**src/shared/adrs_pkg.sv**
```systemverilog
// Package of the accelerometer data-ready status block.
// Shared by the status block and its flag cell; no other dependency.
package adrs_pkg;

   // ********************************************************
   // Register map
   // ********************************************************
   localparam logic [7:0] STATUS_ADDR      = 8'h00;
   localparam logic [7:0] STATUS_RST       = 8'h00;
   localparam int         FIFO_MODE_W      = 2;
   localparam logic [1:0] FIFO_MODE_OFF    = 2'h0;
   localparam logic       FLAG_RST         = 1'h0;
   localparam logic [2:0] AXIS_NONE        = 3'h0;
   localparam logic [2:0] AXIS_ALL         = 3'h7;

   // ********************************************************
   // Field layout of the status byte, bit 7 first
   // ********************************************************
   typedef struct packed {
      logic zyx_overwrite;
      logic z_overwrite;
      logic y_overwrite;
      logic x_overwrite;
      logic zyx_ready;
      logic z_ready;
      logic y_ready;
      logic x_ready;
   } adrs_status_t;

   // One strobe per axis, Z in bit 2 down to X in bit 0
   typedef struct packed {
      logic z;
      logic y;
      logic x;
   } adrs_axis_t;

endpackage : adrs_pkg

```
**src/logic/adrs_status.sv**
```systemverilog
// Per-sample data-ready and overwrite status byte seen at address zero while FIFO mode is off.
// Acquisition strobes come from the sample path and high-byte read strobes
// from the serial register interface, all on sys_clk_i, one cycle each.
`timescale 1ns/10ps

module adrs_status (
   input  wire logic                  sys_clk_i,
   input  wire logic                  rst_n_i,
   input  wire adrs_pkg::adrs_axis_t  acq_done_i,
   input  wire adrs_pkg::adrs_axis_t  axis_en_i,
   input  wire adrs_pkg::adrs_axis_t  high_rd_i,
   input  wire logic [1:0]            fifo_mode_i,
   input  wire logic [7:0]            fifo_status_i,
   output adrs_pkg::adrs_status_t     status_o,
   output logic [7:0]                 addr0_data_o
);

   // ********************************************************
   // Helpers
   // ********************************************************
   function automatic logic [2:0] axis_bits(input adrs_pkg::adrs_axis_t a);
      axis_bits = {a.z, a.y, a.x};
   endfunction : axis_bits

   logic [2:0] acq;
   logic [2:0] rd;
   logic [2:0] en;
   logic [2:0] dr_q;
   logic [2:0] ow_q;
   logic [2:0] ow_set;
   logic       zyx_ready_q;
   logic       zyx_overwrite_q;
   logic       set_ready_any;
   logic       set_overwrite_any;
   logic [2:0] read_seen;
   logic [2:0] next_read_seen;
   logic       all_read;
   adrs_pkg::adrs_status_t next_status;

   assign acq = axis_bits(acq_done_i);
   assign rd  = axis_bits(high_rd_i);
   assign en  = axis_bits(axis_en_i);

   // ********************************************************
   // Per-axis ready and overwrite flags
   // ********************************************************
   // Overwrite means the ready bit was still up when the next sample came
   assign ow_set = acq & dr_q;

   for (genvar i = 0; i < 3; i++) begin : g_axis
      adrs_flag_cell u_ready (
         .sys_clk_i (sys_clk_i),
         .rst_n_i   (rst_n_i),
         .set_i     (acq[i]),
         .clr_i     (rd[i]),
         .flag_o    (dr_q[i])
      );
      adrs_flag_cell u_overwrite (
         .sys_clk_i (sys_clk_i),
         .rst_n_i   (rst_n_i),
         .set_i     (ow_set[i]),
         .clr_i     (rd[i]),
         .flag_o    (ow_q[i])
      );
   end

   // ********************************************************
   // Combined flags and tracking of the three high-byte reads
   // ********************************************************
   // Disabled axes never raise the combined ready bit
   assign set_ready_any     = |(acq & en);
   assign set_overwrite_any = |ow_set;
   assign all_read          = &(read_seen | rd);

   // A new sample of an enabled axis restarts the tally: the host must fetch the fresh set
   always_comb begin
      if (set_ready_any || all_read) begin
         next_read_seen = adrs_pkg::AXIS_NONE;
      end else begin
         next_read_seen = read_seen | rd;
      end
   end

   always_ff @(posedge sys_clk_i or negedge rst_n_i) begin
      if (!rst_n_i) begin
         read_seen <= adrs_pkg::AXIS_NONE;
      end else begin
         read_seen <= next_read_seen;
      end
   end

   adrs_flag_cell u_zyx_ready (
      .sys_clk_i (sys_clk_i),
      .rst_n_i   (rst_n_i),
      .set_i     (set_ready_any),
      .clr_i     (all_read),
      .flag_o    (zyx_ready_q)
   );

   adrs_flag_cell u_zyx_overwrite (
      .sys_clk_i (sys_clk_i),
      .rst_n_i   (rst_n_i),
      .set_i     (set_overwrite_any),
      .clr_i     (all_read),
      .flag_o    (zyx_overwrite_q)
   );

   assign status_o = {zyx_overwrite_q, ow_q, zyx_ready_q, dr_q};

   // ********************************************************
   // Address zero view
   // ********************************************************
   // Built from next flag values so the view never lags the flags
   assign next_status = {(zyx_overwrite_q & ~all_read) | set_overwrite_any,
                         (ow_q & ~rd) | ow_set,
                         (zyx_ready_q & ~all_read) | set_ready_any,
                         (dr_q & ~rd) | acq};

   always_ff @(posedge sys_clk_i or negedge rst_n_i) begin
      if (!rst_n_i) begin
         addr0_data_o <= adrs_pkg::STATUS_RST;
      end else if (fifo_mode_i == adrs_pkg::FIFO_MODE_OFF) begin
         addr0_data_o <= next_status;
      end else begin
         addr0_data_o <= fifo_status_i;
      end
   end
endmodule : adrs_status

```
**src/logic/adrs_flag_cell.sv**
```systemverilog
// Sticky status bit with a set input and a clear input.
// Set and clear come from logic on the same clock as the cell.
`timescale 1ns/10ps

module adrs_flag_cell (
   input  wire logic sys_clk_i,
   input  wire logic rst_n_i,
   input  wire logic set_i,
   input  wire logic clr_i,
   output logic      flag_o
);

   // ********************************************************
   // Flag storage
   // ********************************************************
   // Set beats clear so a sample landing on the read is not lost
   always_ff @(posedge sys_clk_i or negedge rst_n_i) begin
      if (!rst_n_i) begin
         flag_o <= adrs_pkg::FLAG_RST;
      end else if (set_i) begin
         flag_o <= 1'b1;
      end else if (clr_i) begin
         flag_o <= 1'b0;
      end
   end

endmodule : adrs_flag_cell

```
**config.mk**
```make
export PLATFORM = sky130hd
export DESIGN_NAME = adrs_status
export DESIGN_NICKNAME = d
export VERILOG_FILES = /design/src/shared/adrs_pkg.sv /design/src/logic/adrs_status.sv /design/src/logic/adrs_flag_cell.sv
export SDC_FILE = /design/constraint.sdc
export NUM_CORES = 1
export LEC_CHECK = 0
export BUFFER_PORTS_ARGS = -buffer_cell sky130_fd_sc_hd__buf_2
export CELL_PAD_IN_SITES_DETAIL_PLACEMENT = 1
export CELL_PAD_IN_SITES_GLOBAL_PLACEMENT = 2
export CORE_ASPECT_RATIO = 1.4
export CORE_MARGIN = 5
export CORE_UTILIZATION = 28
export DETAILED_ROUTE_END_ITERATION = 16
export PLACE_DENSITY = 0.86
export SLEW_MARGIN = 10
export SYNTH_ARGS = -nofsm -noshare
export SYNTH_HDL_FRONTEND = slang
export SYNTH_SLANG_ARGS = --single-unit
```
**constraint.sdc**
```tcl
create_clock -name sys_clk_i -period 2.4 [get_ports sys_clk_i]
set_clock_uncertainty 0.2 [all_clocks]
set_input_delay 0.24 -clock sys_clk_i [delete_from_list [all_inputs] [get_ports sys_clk_i]]
set_output_delay 0.24 -clock sys_clk_i [all_outputs]
set_load 0.02 [all_outputs]
```
==> results.yml <==
worst_setup_path:
  crit_required_ns: 2.42
  cp.arrival_ns: 1.69
  end_kind: "flip-flop"
  rr_worst_depth: 3
  cp_max_fo: 3
  crit_type: "primary input to flip-flop"
  cp-start-kind: "primary input"
timing:
  min_period_over_period: 0.697
  tightest_slew_ns: 0.508
  setup_violations: 0
  slew_viol_final: 0
  max_clock_freq_mhz: 598
  post-route-min-period_ns: 1.67
  hold_viol: 0
  relSlewSlack: 0.661
  rsz0062_at_grt: "no"
  setup_tns_ns: 0
logic_synthesis:
  synth_area_leaders: "dfrtp_1 (62%), mux2_2 (8.8%), buf_4 (7.8%)"
  synth-seq-cells: 19
  ys_types: 14
  synth_top_area_cell: "dfrtp_1"
  yosysWarnings: 0
  synth_ff_type: "dfrtp_1"
  synthArstFlopShare: 1.00
  syn_area_per_cell_um2: 11.5
  synthCells: 67
  synth.top_cell.area_share: 0.619
  synth.top_cells.by_count: "dfrtp_1 (19), buf_4 (8), nor2_1 (8)"
  yosysMostFrequentCell: "dfrtp_1"
  yosysSeqAreaShare: 0.619
  synth-edff-count: 0
  syn_nets: 88
  synth_area_um2: 768
clock_tree:
  cts_made_buffers: 3
  cts_tree: "done"
  cts-root-buf: "clkbuf_4"
  cts_sinks: 19
  cts_resized: 0
  clkSlewWorstSetupHoldPaths_ns: 0.11
  cts.htree.levels: 1
  clock_latency_ns: 0.30
  clockBufferDepth: 2
  postCtsSetupBuffers: 0
global_routing:
  grt_max_degree: 20
  grt_util_all_layers: 0.118
  overflow: 0
  grt_antenna_before_repair: 0
  grt_pass1_vias: 709
  grt_pass1_wl_mm: 3.27
finish:
  instances_no_fill: 146
  nets: 132
  ff_latch_area_um2: 475
  multiInputGateArea_um2: 210
  fillers: 330
  drive_gt1_frac: 0.427
  n_antenna_cell: 0
  syn_to_final_growth_pct: 39.4
detailed_routing:
  wl_met3_um: 92
  drtIter0Drc: 5
  wl_per_cell_um: 13.6
  ant_nets: 0
  routed_wl_mm: 1.98
  drc: 0
  m1WireLength_um: 676
  met2_wirelength_mm: 1.17
  top_layer: "met4"
  vias_per_cell: 4.29
  first_pass_iters: 4
  vias: 627
hold_path:
  hold_depth: 3
  hp-class: "primary input to flip-flop"
placed_design:
  routabilityCongestion: 0.715
  dp_cells: 131
  port_buffers: 36
die:
  core_region_area_um2: 2640
  die_w_um: 54.3
  initial_core_util: 0.291
  rows: 22
  ioPinCount: 37
  fp.dieArea_um2: 3910
  fp.dieH_um: 72.0
pwr:
  ir_drop_v: 0.000370
  power_mw: 0.654
  powerDensity_nw_per_um2: 610
  p_leak_nw: 0.535
outcome:
  status: "finished clean"
job:
  cap_violations: 0
==> report_power, final <==
group          total [mW]  leakage (nW)  internal, mW  switching, mW
Combinational       0.138         0.300        0.0590         0.0790
Sequential          0.358         0.217         0.347         0.0114
Clock               0.158        0.0177        0.0621         0.0957
Total               0.654         0.535         0.468          0.186
==> sequential cells by signal (all words and copies together) (netlist names) <==
signal,cells
u_zyx_ready.flag_o,1
g_axis.u_ready.flag_o,3
addr0_data_o,8
read_seen,3
g_axis.u_overwrite.flag_o,3
u_zyx_overwrite.flag_o,1
==> layer usage <==
layer / track usage / vias up
li1: - / 302
met1: 0.126 / 304
met2: 0.209 / 17
met3: 0.0185 / 4
met4: 0.0665 / 0
met5: 0 / -
==> worst max-delay path, cell delays in order <==
cell and delay [ns]:
dlygate4sd3_1 0.53, buf_2 0.14, a222oi_1 0.46, o21ai_1 0.18, nor2_1 0.14
==> cell families (layout without fill, tap and decap cells) <==
group / count (synthesis) / count (layout) / synth area share
DFF: 19 / 19 / 0.619
and+or+nand+nor: 15 / 15 / 0.0798
buffers and inverters: 14 / 57 / 0.107
AOI/OAI and AO/OA: 13 / 13 / 0.106
muxes: 6 / 6 / 0.0879
==> area by class of cell <==
type / instances / share of cell area
Clock inverter: 1 / 0.00467
Sequential cell: 19 / 0.444
Inverter: 6 / 0.0210
Clock buffer: 3 / 0.0210
Tap cell: 36 / 0.0421
Multi-Input combinational cell: 34 / 0.196
Timing Repair Buffer: 47 / 0.271
==> path summary, 6_finish.rpt <==
kind / startpoint / to / slack (ns)
setup / recovery: acq_done_i[0] / read_seen[1]$_DFF_PN0_ / 0.73
hold / removal: fifo_status_i[7] / addr0_data_o[7]$_DFF_PN0_ / 0.01
setup reg to reg: read_seen[1]$_DFF_PN0_ / addr0_data_o[7]$_DFF_PN0_ / 1.12
hold reg to reg: g_axis[2].u_ready.flag_o$_DFFE_PN0P_ / g_axis[2].u_ready.flag_o$_DFFE_PN0P_ / 0.35
max in group asynchronous: rst_n_i / g_axis[1].u_overwrite.flag_o$_DFFE_PN0P_ / 1.51
min in group asynchronous: rst_n_i / addr0_data_o[6]$_DFF_PN0_ / 0.19
==> per-stage QoR <==
step	instance area (µm²)	hold WS (ns)	util	setup WS, ns
2_1_floorplan	768	-0.256	-	1.19
3_5_place_dp	933	-0.000991	0.353	0.901
4_1_cts	1070	0.00128	0.405	0.715
6_report	1070	0.0112	0.405	0.726
3_3_place_gp	933	-0.00357	0.353	0.890
5_1_grt	1070	0.00163	0.405	0.623
==> placed cells by master (no fill, tap or decap), drive strengths merged <==
cell type and n:
inv 6, clkbuf 3, nand2 5, a31oi 2
o22ai 1, mux2 6, dlygate4sd3 11, buf 36
dfrtp 19, and3 1, nor2 9, o21ai 6
a21o 3, clkinv 1, a222oi 1
==> repair_timing <==
action | CTS | global route
endpoints found under the hold margin | 29 | 0
endpoints found under the setup margin | 0 | 0
hold buffers | 11 | 0
Note: power is estimated with default switching activity, not from simulation.
